`config.mk`:
```
export PLATFORM = sky130hd
export DESIGN_NAME = sfr_ctrl
export DESIGN_NICKNAME = d
export VERILOG_FILES = /design/src/sfr_pkg.sv /design/src/sfr_delay_timer.sv /design/src/sfr_ctrl.sv
export VERILOG_INCLUDE_DIRS = /design/src /design/src/src
export SDC_FILE = /design/constraint.sdc
export NUM_CORES = 1
export LEC_CHECK = 0
export BUFFER_PORTS_ARGS = -buffer_cell sky130_fd_sc_hd__buf_2
export CAP_MARGIN = 10
export CORE_ASPECT_RATIO = 1.75
export CORE_MARGIN = 4
export CORE_UTILIZATION = 50
export DETAILED_ROUTE_END_ITERATION = 12
export GPL_TIMING_DRIVEN = 0
export PLACE_DENSITY = 0.88
export SLEW_MARGIN = 30
export SYNTH_ARGS = -nofsm -noshare
export SYNTH_HDL_FRONTEND = slang
export SYNTH_SLANG_ARGS = --single-unit
export TNS_END_PERCENT = 100
```
`constraint.sdc`:
```
create_clock -name mclk_in -period 2.5 [get_ports mclk_in]
set_input_delay 0.25 -clock mclk_in [delete_from_list [all_inputs] [get_ports mclk_in]]
set_output_delay 0.25 -clock mclk_in [all_outputs]
set_load 0.02 [all_outputs]
```
`src/sfr_map.svh`:
```
`ifndef SFR_MAP_SVH
`define SFR_MAP_SVH

// Register offsets
`define SFR_REG_SLOT    8'h00
`define SFR_REG_LOGCTL  8'h47
`define SFR_REG_RECOV   8'h4f
`define SFR_REG_SWEN    8'h50
`define SFR_REG_STAT    8'h51

// Reset values
`define SFR_SLOT_RST    8'hf0
`define SFR_LOGCTL_RST  8'h00
`define SFR_RECOV_RST   8'h00
`define SFR_SWEN_RST    8'h01

// Field positions and codes
`define SFR_MODE_BIT    3
`define SFR_LOG_NONE    2'b11

// Clock rate and autoretry delays in microseconds
`define SFR_CLK_MHZ     100
`define SFR_DLY0_US     20
`define SFR_DLY1_US     18750
`define SFR_DLY2_US     37500
`define SFR_DLY3_US     75000
`define SFR_DLY4_US     150000
`define SFR_DLY5_US     300000
`define SFR_DLY6_US     600000
`define SFR_DLY7_US     2400000

`endif

```
`src/sfr_pkg.sv`:
```
package sfr_pkg;
   typedef enum logic [2:0] {
      SFR_RUN   = 3'b001,
      SFR_RETRY = 3'b010,
      SFR_LATCH = 3'b100
   } sfr_state_t;
endpackage

```
`src/sfr_delay_timer.sv`:
```
`timescale 1ns/1ns
module sfr_delay_timer #(
   parameter int W = 32
) (
   input  wire logic         mclk_in,
   input  wire logic         rst_in,
   input  wire logic         start_in,
   input  wire logic [W-1:0] len_in,
   output logic              done_out,
   output logic [W-1:0]      count_out
);
   logic         run;
   logic [W-1:0] cnt;
   logic [W-1:0] len;

   // Done once the loaded length has elapsed
   assign done_out  = run && (cnt == len) && !start_in;
   assign count_out = cnt;

   // Cycle counter, restarted by each start
   always_ff @(posedge mclk_in) begin
      if (rst_in || start_in) begin
         run <= start_in;
         cnt <= {{(W-1){1'b0}}, 1'b1};
         len <= start_in ? len_in : {W{1'b0}};
      end else if (done_out) begin
         run <= 1'b0;
      end else if (run) begin
         cnt <= cnt + {{(W-1){1'b0}}, 1'b1};
      end
   end
endmodule

```
`src/sfr_ctrl.sv`:
```
`timescale 1ns/1ns
`include "sfr_map.svh"
// Notes on behaviour
// - Any OV/UV fault while sequencing drops every enable, ignoring critical enables.
// - Sequencing fault logs failing slot into record low nibble unless logging off.
// - Tracking fault starts a log unless logging off, clearing each failed channel bit to 0.
// - Recovery bit 0: shut down on critical fault, restart after retry delay.
// - Retry delay comes from three-bit field, 20 us up to 2.4 s.
// - Recovery bit 1: critical fault drops all enables and keeps them low.
// - Latch-off restarts only after enable pin toggles or software enable clears.
// - Log setting: 00 lines and results, 01 lines, 10 results, 11 nothing; here 00, 01 and 10 all log the whole record.
module sfr_ctrl import sfr_pkg::*; #(
   parameter int          NCH  = 12,
   parameter int          NTRK = 4,
   // Retry lengths in cycles, entry n serves delay code n
   parameter logic [7:0][31:0] RETRY_CYC = {
      32'(`SFR_DLY7_US * `SFR_CLK_MHZ), 32'(`SFR_DLY6_US * `SFR_CLK_MHZ),
      32'(`SFR_DLY5_US * `SFR_CLK_MHZ), 32'(`SFR_DLY4_US * `SFR_CLK_MHZ),
      32'(`SFR_DLY3_US * `SFR_CLK_MHZ), 32'(`SFR_DLY2_US * `SFR_CLK_MHZ),
      32'(`SFR_DLY1_US * `SFR_CLK_MHZ), 32'(`SFR_DLY0_US * `SFR_CLK_MHZ)
   }
) (
   input  wire logic            mclk_in,
   input  wire logic            rst_in,
   input  wire logic            en_in,
   input  wire logic [NCH-1:0]  ov_fault_in,
   input  wire logic [NCH-1:0]  uv_fault_in,
   input  wire logic            crit_fault_in,
   input  wire logic            seq_active_in,
   input  wire logic [3:0]      seq_slot_in,
   input  wire logic [NTRK-1:0] track_fault_in,
   input  wire logic            nv_done_in,
   input  wire logic [7:0]      reg_addr_in,
   input  wire logic            reg_wr_in,
   input  wire logic [7:0]      reg_wdata_in,
   output logic [7:0]           reg_rdata_out,
   output logic                 supply_en_gate_out,
   output logic                 restart_out,
   output logic                 store_busy_out,
   output logic                 nv_wr_req_out,
   output logic [7:0]           nv_addr_out,
   output logic [7:0]           nv_data_out
);
   sfr_state_t  st;
   sfr_state_t  next_st;
   logic [7:0]  slot_record;
   logic [7:0]  log_ctl;
   logic [7:0]  recov_cfg;
   logic [7:0]  sw_en;
   logic [1:0]  en_sync;
   logic        enabled_q;
   logic        latch_armed;
   logic        store_busy;
   logic [7:0]  nv_data;
   logic        restart;
   logic [31:0] retry_len;
   logic        retry_done;
   logic [31:0] retry_cnt;

   wire enabled   = en_sync[1] & sw_en[0];
   wire in_run    = (st == SFR_RUN) && enabled;
   wire seq_fault = seq_active_in && |(ov_fault_in | uv_fault_in);
   wire trk_fault = |track_fault_in;
   wire fault_evt = in_run && (seq_fault || crit_fault_in || trk_fault);
   wire log_on    = log_ctl[1:0] != `SFR_LOG_NONE;
   wire log_start = fault_evt && log_on;
   wire latch_mode = recov_cfg[`SFR_MODE_BIT];
   wire latch_free = (st == SFR_LATCH) && latch_armed && enabled;
   wire wr_log    = reg_wr_in && reg_addr_in == `SFR_REG_LOGCTL;
   wire wr_recov  = reg_wr_in && reg_addr_in == `SFR_REG_RECOV;
   wire wr_swen   = reg_wr_in && reg_addr_in == `SFR_REG_SWEN;

   // Record update: failed tracking bits cleared, slot on sequencing fault
   wire [3:0] next_trk  = slot_record[7:4] & ~track_fault_in[3:0];
   wire [3:0] next_slot = seq_fault ? seq_slot_in : slot_record[3:0];
   wire [7:0] next_rec  = {next_trk, next_slot};

   // Delay selection table
   assign retry_len  = RETRY_CYC[recov_cfg[2:0]];

   // Outputs
   assign supply_en_gate_out = in_run;
   assign restart_out    = restart;
   assign store_busy_out = store_busy;
   assign nv_wr_req_out  = store_busy;
   assign nv_addr_out    = `SFR_REG_SLOT;
   assign nv_data_out    = nv_data;

   sfr_delay_timer #(
      .W (32)
   ) u_retry (
      .mclk_in   (mclk_in),
      .rst_in    (rst_in),
      .start_in  (fault_evt && !latch_mode),
      .len_in    (retry_len),
      .done_out  (retry_done),
      .count_out (retry_cnt)
   );

   // Recovery state selection
   always_comb begin
      next_st = st;
      case (st)
         SFR_RUN: begin
            if (fault_evt) begin
               next_st = latch_mode ? SFR_LATCH : SFR_RETRY;
            end
         end
         SFR_RETRY: begin
            if (retry_done) begin
               next_st = SFR_RUN;
            end
         end
         SFR_LATCH: begin
            if (latch_free) begin
               next_st = SFR_RUN;
            end
         end
         default: next_st = SFR_RUN;
      endcase
   end

   // Enable pin synchroniser and state
   always_ff @(posedge mclk_in) begin
      if (rst_in) begin
         en_sync   <= 2'b00;
         enabled_q <= 1'b0;
         st        <= SFR_RUN;
         restart   <= 1'b0;
      end else begin
         en_sync   <= {en_sync[0], en_in};
         enabled_q <= enabled;
         st        <= next_st;
         restart   <= (st == SFR_RETRY && retry_done) || latch_free
                      || (st == SFR_RUN && enabled && !enabled_q);
      end
   end

   // Latch release needs enable low or software enable cleared first
   always_ff @(posedge mclk_in) begin
      if (rst_in || st != SFR_LATCH) begin
         latch_armed <= 1'b0;
      end else if (!enabled) begin
         latch_armed <= 1'b1;
      end
   end

   // Fault record and nonvolatile store, start wins over completion
   always_ff @(posedge mclk_in) begin
      if (rst_in) begin
         slot_record <= `SFR_SLOT_RST;
         nv_data     <= `SFR_SLOT_RST;
         store_busy  <= 1'b0;
      end else if (log_start) begin
         slot_record <= next_rec;
         nv_data     <= next_rec;
         store_busy  <= 1'b1;
      end else if (nv_done_in) begin
         store_busy  <= 1'b0;
      end
   end

   // Software registers
   always_ff @(posedge mclk_in) begin
      if (rst_in) begin
         log_ctl   <= `SFR_LOGCTL_RST;
         recov_cfg <= `SFR_RECOV_RST;
         sw_en     <= `SFR_SWEN_RST;
      end else begin
         log_ctl   <= wr_log ? reg_wdata_in : log_ctl;
         recov_cfg <= wr_recov ? reg_wdata_in : recov_cfg;
         sw_en     <= wr_swen ? {7'h00, reg_wdata_in[0]} : sw_en;
      end
   end

   // Read data, registered, unmapped reads zero
   always_ff @(posedge mclk_in) begin
      if (rst_in) begin
         reg_rdata_out <= 8'h00;
      end else begin
         case (reg_addr_in)
            `SFR_REG_SLOT:   reg_rdata_out <= slot_record;
            `SFR_REG_LOGCTL: reg_rdata_out <= log_ctl;
            `SFR_REG_RECOV:  reg_rdata_out <= recov_cfg;
            `SFR_REG_SWEN:   reg_rdata_out <= sw_en;
            `SFR_REG_STAT:   reg_rdata_out <= {4'h0, latch_armed, st == SFR_LATCH,
                                               st == SFR_RETRY, store_busy};
            default:         reg_rdata_out <= 8'h00;
         endcase
      end
   end

   // Checks
   property p_seq_off;
      @(posedge mclk_in) disable iff (rst_in)
      (in_run && seq_fault) |=> !supply_en_gate_out;
   endproperty
   a_seq_off: assert property (p_seq_off) else $error("enable kept on seq fault");

   property p_slot_log;
      @(posedge mclk_in) disable iff (rst_in)
      (in_run && seq_fault && log_on) |=> slot_record[3:0] == $past(seq_slot_in);
   endproperty
   a_slot_log: assert property (p_slot_log) else $error("slot not logged");

   property p_trk_log;
      @(posedge mclk_in) disable iff (rst_in)
      (in_run && trk_fault && log_on) |=> store_busy
         && (slot_record[7:4] & $past(track_fault_in[3:0])) == 4'h0;
   endproperty
   a_trk_log: assert property (p_trk_log) else $error("tracking log wrong");

   property p_no_log;
      @(posedge mclk_in) disable iff (rst_in)
      (fault_evt && !log_on && !store_busy) |=> !store_busy && $stable(slot_record);
   endproperty
   a_no_log: assert property (p_no_log) else $error("logged when off");

   property p_retry_go;
      @(posedge mclk_in) disable iff (rst_in)
      (fault_evt && !latch_mode) |=> st == SFR_RETRY ##0 !supply_en_gate_out;
   endproperty
   a_retry_go: assert property (p_retry_go) else $error("no autoretry");

   property p_retry_len;
      @(posedge mclk_in) disable iff (rst_in)
      (st == SFR_RETRY && retry_done) |-> retry_cnt == retry_len ##1 restart_out;
   endproperty
   a_retry_len: assert property (p_retry_len) else $error("retry delay wrong");

   property p_latch_off;
      @(posedge mclk_in) disable iff (rst_in)
      (fault_evt && latch_mode) |=> (st == SFR_LATCH && !supply_en_gate_out)[*2];
   endproperty
   a_latch_off: assert property (p_latch_off) else $error("latch not held");

   property p_latch_hold;
      @(posedge mclk_in) disable iff (rst_in)
      (st == SFR_LATCH && !latch_armed && enabled) |=> st == SFR_LATCH;
   endproperty
   a_latch_hold: assert property (p_latch_hold) else $error("latch left early");

   property p_busy_hold;
      @(posedge mclk_in) disable iff (rst_in)
      (store_busy && !nv_done_in) |=> store_busy;
   endproperty
   a_busy_hold: assert property (p_busy_hold) else $error("busy dropped early");

   c_retry:  cover property (@(posedge mclk_in) st == SFR_RETRY ##1 st == SFR_RUN);
   c_latch:  cover property (@(posedge mclk_in) latch_free);
   c_stored: cover property (@(posedge mclk_in) store_busy ##1 !store_busy);
endmodule

```
==> run_results.csv, run 1 <==
group,metric,value,unit
final_layout,area_growth,18.5,%
placed_design,dp_hpwl,8660,um
worst_setup_path,crit_path_start_kind,"flop",
worst_setup_path,cp.arrival,2.38,ns
global_route,grt_pass1_wl,18500,um
final_layout,antenna_cells,0,
global_route,grt_pass1_vias,4057,
die,io_pins,83,
clock_tree,clockBufferDepth,2,
power_and_ir_drop,switching_share,0.229,
power_and_ir_drop,irDropWorstVdd,0.481,mV
timing,fmax,0.435,GHz
detailed_routing,vias,3805,
detailed_routing,drtIter0Drc,245,
clock_tree,clk_latency,0.35,ns
timing,min_period,2.30,ns
synthesis,ys.flop_type,"dfxtp_1",
worst_setup_path,cp_slowest_cell,"or4_4",
die,core,9040,um^2
flow_run,maxCapViolations,0,
worst_setup_path,required,2.58,ns
final_layout,final_layout_size_suffix_gt1_frac,0.201,
die,rows,46,
die,die_area,10800,um^2
power_and_ir_drop,p_int,2.51,mW
clock_tree,cts_made_buffers,9,
clock_tree,htreeDepth,3,
synthesis,synth_seq_area_share,0.479,
hold_path,min_from,"en_in",
detailed_routing,wl_per_cell,16.3,um
detailed_routing,ant_nets,0,
worst_setup_path,crit_chain,"clkbuf_1 -> xnor2_1 -> nand4_1 -> or4_4 -> nor4_4 -> buf_4 -> or3_1",
detailed_routing,vias_per_cell,5.43,
timing,max_slew_margin,0.371,
synthesis,ys_ff_latch,98,
global_route,antenna_found_initial,0,
synthesis,async_reset_ff_frac,0,
hold_path,hp-class,"in2reg",
power_and_ir_drop,p_clk_frac,0.417,
final_layout,n_fill_cell,726,
worst_setup_path,r2r_setup_slack,0.20,ns
timing,hold_ws,0.128,ns
timing,skew,0.00558,ns
synthesis,synth-edff-count,24,
clock_tree,cts_tree,"built",
synthesis,syn_inst,485,
clock_tree,cts_sinks,98,
global_route,grt_usage,0.224,
detailed_routing,drc,0,
timing,hold_viol_final,0,
clock_tree,clkTransAtPathRegs,0.07,ns
timing,finalCritPeriodShare,0.920,
timing,finalSetupViolCount,0,
die,die_h,135,um
detailed_routing,drt-total-wl,11400,um
worst_setup_path,endpoint_kind,"flop",
synthesis,syn-mean-instance-area,9.47,um^2
synthesis,netlist_area,4590,um^2
power_and_ir_drop,p_leak,2.18,nW
power_and_ir_drop,p_seq_frac,0.515,
placed_design,place_congestion,0.921,
timing,slew_violations,0,
detailed_routing,dr.pass1.iters,4,
worst_setup_path,r2r-start,"u_retry.count_out[22]$_SDFFE_PP0P_",
synthesis,yosys_warnings,0,
power_and_ir_drop,p_sw,0.747,mW
power_and_ir_drop,p_total,3.26,mW
clock_tree,clockRootBuffer,"clkbuf_16",
synthesis,synthDistinctLibCells,48,
final_layout,final_net_count,639,
die,start_util,0.508,
worst_setup_path,worstPathMaxFanout,10,
timing,rsz0062_at_grt,"no",
final_layout,final_common_cell,"nor2_1",
global_route,gr-total-overflow,0,
run_status,run_status,"completed",
worst_setup_path,path_class,"reg2reg",
timing,worst_pin_slew,0.937,ns
final_layout,layout_common_cells,"nor2_1 (82), buf_2 (74), dfxtp_1 (74)",
global_route,grt_max_degree,33,
die,die_w,80.5,um
worst_setup_path,crit_start,"u_retry.count_out[22]$_SDFFE_PP0P_",
worst_setup_path,slowest_delay,0.58,ns
power_and_ir_drop,p_per_area,599,nW/um^2
power_and_ir_drop,p_comb_frac,0.067,
placed_design,port_buffers,72,
layer usage:
layer  vias to the layer above  global-route usage  wire (um)
li1                       1856                   -          -
met1                      1774               0.204       3810
met3                        37              0.0487        504
met4                         0               0.158        665
met2                       138               0.420       6420
met5                         -                   0          0
synthesized netlist by cell type, drive strengths merged (9+ instances only):
cell type  number  share of area
buf            13          0.019
dfxtp          74           0.32
clkbuf         14          0.011
nand2b         10          0.014
nand2          43          0.035
mux2i          22          0.048
nand4          22          0.030
xnor2          30          0.057
inv            11         0.0090
mux2            9          0.022
nor2           83          0.068
nor4            9          0.017
a21oi          19          0.021
xor2           22          0.042
edfxtp         24           0.16
nor3            9         0.0098
final cells by class:
type                       instances  area [um^2]  area share
clock buffer                      13          272      0.0499
buffer                            27          141      0.0260
inverter                          12         45.0     0.00828
sequential                        98         2200       0.405
clock inverter                     3         22.5     0.00414
timing repair buffer              73          368      0.0676
multi-input combinational        355         2240       0.412
tap                              120          150      0.0276
sequential cells by signal, indices dropped and copies added, names as in the netlist:
name               flops
en_sync                2
enabled_q              1
latch_armed            1
log_ctl                8
nv_data_out            8
nv_wr_req_out          1
recov_cfg              8
reg_rdata_out          8
restart_out            1
st                     3
sw_en                  1
u_retry.count_out     32
u_retry.len           23
u_retry.run            1
kinds of logic (layout without fill, tap and decap cells):
kind of cell    after synthesis  after routing  share of synthesized area
compound gates               42             42                     0.0569
xor+xnor                     52             52                     0.0992
fa+ha+maj                     8              8                     0.0218
buf+inv                      39            128                     0.0398
flops                        98             98                      0.479
mux                          31             31                     0.0700
other cells                   1              8                   0.000816
simple gates                214            214                      0.232
per-stage QoR:
step	util	setup TNS, ns	instances	instance area, um^2	worst slack, ns
2_1_floorplan	-	0	492	4620	0.0930
3_3_place_gp	0.568	-8.51	684	5130	-0.305
3_5_place_dp	0.568	0	684	5130	0.131
4_1_cts	0.600	0	700	5430	0.120
5_1_grt	0.602	0	701	5440	0.0849
6_report	0.602	0	701	5440	0.200
power by group through the flow:
stage | combinational [mW] | clock [mW] | sequential (mW)
2_1_floorplan | 0.129 | 0 | 1.72
3_3_place_gp | 0.209 | 0 | 1.71
3_5_place_dp | 0.217 | 0 | 1.72
4_1_cts | 0.218 | 1.37 | 1.68
5_1_grt | 0.241 | 1.44 | 1.68
6_report | 0.220 | 1.36 | 1.68
final timing paths:
path                          endpoint  cells past startpoint
min              en_sync[0]$_SDFF_PP0_                      2
max          u_retry.run$_SDFFCE_PN0P_                      7
max reg2reg  u_retry.run$_SDFFCE_PN0P_                      7
min reg2reg      en_sync[1]$_SDFF_PP0_                      1
repair_timing:
item / in CTS / in global routing
endpoints found under the hold margin: 0 / 0
buffers inserted: 0 / 1
setup endpoints to repair: 0 / 12
resized for setup: 0 / 1
hold buffers: 0 / 0
worst max-delay path: cells and delay by family, from the launching register on:
kind,cells,cell delay (ns)
simple gates,4,1.07
buf+inv,2,0.49
flops,1,0.30
xor+xnor,1,0.16
Power figures use the tool's default switching activity.
==> inputs of run 2 (changes only) <==
Settings changed: PLACE_DENSITY 0.88 to 0.85.
Clock period 2.5 ns to 2.2 ns, I/O delays scaled along.
==> run 2 against run 1 <==
Net effect: sequential power is 14% higher; first-iteration DRC count is 16% higher; clock skew is 0.0010 ns higher; cell count rose by 0.29%.
==> run_results.csv, run 2 (synthesis gave the netlist of run 1 again) <==
group,metric,value,unit
clock_tree,clkTransAtPathRegs,0.07,ns
final_layout,finalNonFillerCells,703,
final_layout,final_net_count,641,
timing,finalSetupViolCount,0,
placed_design,dpl_worst_slack,-0.396,ns
global_route,gr-total-overflow,0,
power_and_ir_drop,p_total,3.74,mW
final_layout,largest_reg_flops,32,
timing,min_period,2.17,ns
clock_tree,htreeDepth,3,
worst_setup_path,endpoint_kind,"flop",
clock_tree,cts_tree,"built",
die,io_pins,83,
worst_setup_path,path_class,"reg2reg",
hold_path,hp-class,"in2reg",
timing,slew_violations,0,
detailed_routing,vias,3886,
detailed_routing,drtIter0Drc,285,
detailed_routing,ant_nets,0,
global_route,grt_pass1_wl,18400,um
die,die_w,80.5,um
global_route,grt_max_degree,33,
detailed_routing,drt-total-wl,11300,um
timing,fmax,0.462,GHz
worst_setup_path,crit_path_start_kind,"flop",
die,core,9040,um^2
clock_tree,cts_sinks,98,
detailed_routing,wl_per_cell,16.1,um
worst_setup_path,required,2.27,ns
final_layout,antenna_cells,0,
placed_design,port_buffers,72,
clock_tree,clk_latency,0.35,ns
detailed_routing,dr.pass1.iters,6,
die,start_util,0.508,
placed_design,place_congestion,0.920,
clock_tree,clockRootBuffer,"clkbuf_16",
final_layout,final_common_cell,"nor2_1",
timing,finalCritPeriodShare,0.985,
power_and_ir_drop,p_per_area,678,nW/um^2
run_status,run_status,"completed",
worst_setup_path,cp.arrival,2.24,ns
global_route,antenna_found_initial,0,
placed_design,place_inst,684,
final_layout,n_fill_cell,706,
timing,max_slew_margin,0.430,
detailed_routing,vias_per_cell,5.53,
final_layout,area_growth,20.2,%
final_layout,layout_common_cells,"nor2_1 (82), buf_2 (75), dfxtp_1 (71)",
die,die_area,10800,um^2
global_route,grt_usage,0.219,
timing,hold_viol_final,0,
die,rows,46,
clock_tree,hold_buffers,0,
flow_run,maxCapViolations,0,
timing,worst_slack,0.0340,ns
power_and_ir_drop,p_leak,2.23,nW
final_layout,final_layout_size_suffix_gt1_frac,0.220,
die,die_h,135,um
worst_setup_path,worstPathMaxFanout,5,
power_and_ir_drop,irDropWorstVdd,0.540,mV
placed_design,dp_hpwl,8370,um
timing,worst_pin_slew,0.848,ns
timing,skew,0.00660,ns
timing,rsz0062_at_grt,"yes",
clock_tree,cts_made_buffers,9,
detailed_routing,drc,0,
global_route,grt_pass1_vias,4004,
clock_tree,clockBufferDepth,2,
[run 2: changes by cell type in the layout (fill, tap and decap cells not counted), sizes merged]
cell,change
buf,+4
clkbuf,-3
clkinv,+1
[run 2: power breakdown]
part	leakage, nW	internal [mW]	switching [mW]
Sequential	0.850	1.88	0.0245
Combinational	1.23	0.108	0.151
Clock	0.153	0.908	0.670
Total	2.23	2.90	0.845
[run 2: cell type report]
class	count	area (um^2)	area share
Inverter	12	45.0	0.00816
Sequential cell	98	2210	0.400
Clock inverter	4	31.3	0.00567
Clock buffer	12	279	0.0505
Buffer	26	138	0.0249
Tap cell	120	150	0.0272
Timing Repair Buffer	76	392	0.0709
Multi-Input combinational cell	355	2280	0.413
[run 2: worst paths after layout]
check,from,endpoint,slack [ns],cells after the start
worst max register to register,u_retry.len[21]$_SDFFCE_PP0P_,u_retry.run$_SDFFCE_PN0P_,0.03,6
worst min register to register,en_sync[0]$_SDFF_PP0_,en_sync[1]$_SDFF_PP0_,0.44,1
worst min-delay path,en_in,en_sync[0]$_SDFF_PP0_,0.1,2
worst max-delay path,u_retry.len[21]$_SDFFCE_PP0P_,u_retry.run$_SDFFCE_PN0P_,0.03,6
[run 2: routing by layer]
| layer | vias up | track usage | share of wire |
|---|---|---|---|
| met5 | - | 0 | 0 |
| met2 | 173 | 0.404 | 0.56 |
| met4 | 0 | 0.163 | 0.057 |
| li1 | 1848 | - | - |
| met3 | 50 | 0.0387 | 0.053 |
| met1 | 1815 | 0.208 | 0.33 |
[run 2: through the flow]
stage | utilization | setup TNS (ns) | cell area, um^2 | hold slack, ns
2_1_floorplan | - | 0 | 4630 | 0.345
3_3_place_gp | 0.569 | -11.58 | 5140 | 0.436
3_5_place_dp | 0.569 | -12.48 | 5140 | 0.425
4_1_cts | 0.604 | 0 | 5460 | 0.0950
5_1_grt | 0.611 | -0.125 | 5520 | 0.119
6_report | 0.611 | 0 | 5520 | 0.0978
[run 2: worst max-delay path, stage by stage (launching register included)]
cell and delay [ns]:
edfxtp_1 0.42, xnor2_1 0.25, nand4_1 0.14, or4_4 0.50, nor4_4 0.27, buf_6 0.19, or3_1 0.11
[run 2: what timing repair did]
action	CTS	global route
cloned	0	1
buffers inserted	2	1
pin swaps	1	4
endpoints found under the setup margin	39	17
resized for setup	3	10
endpoints found under the hold margin	0	0
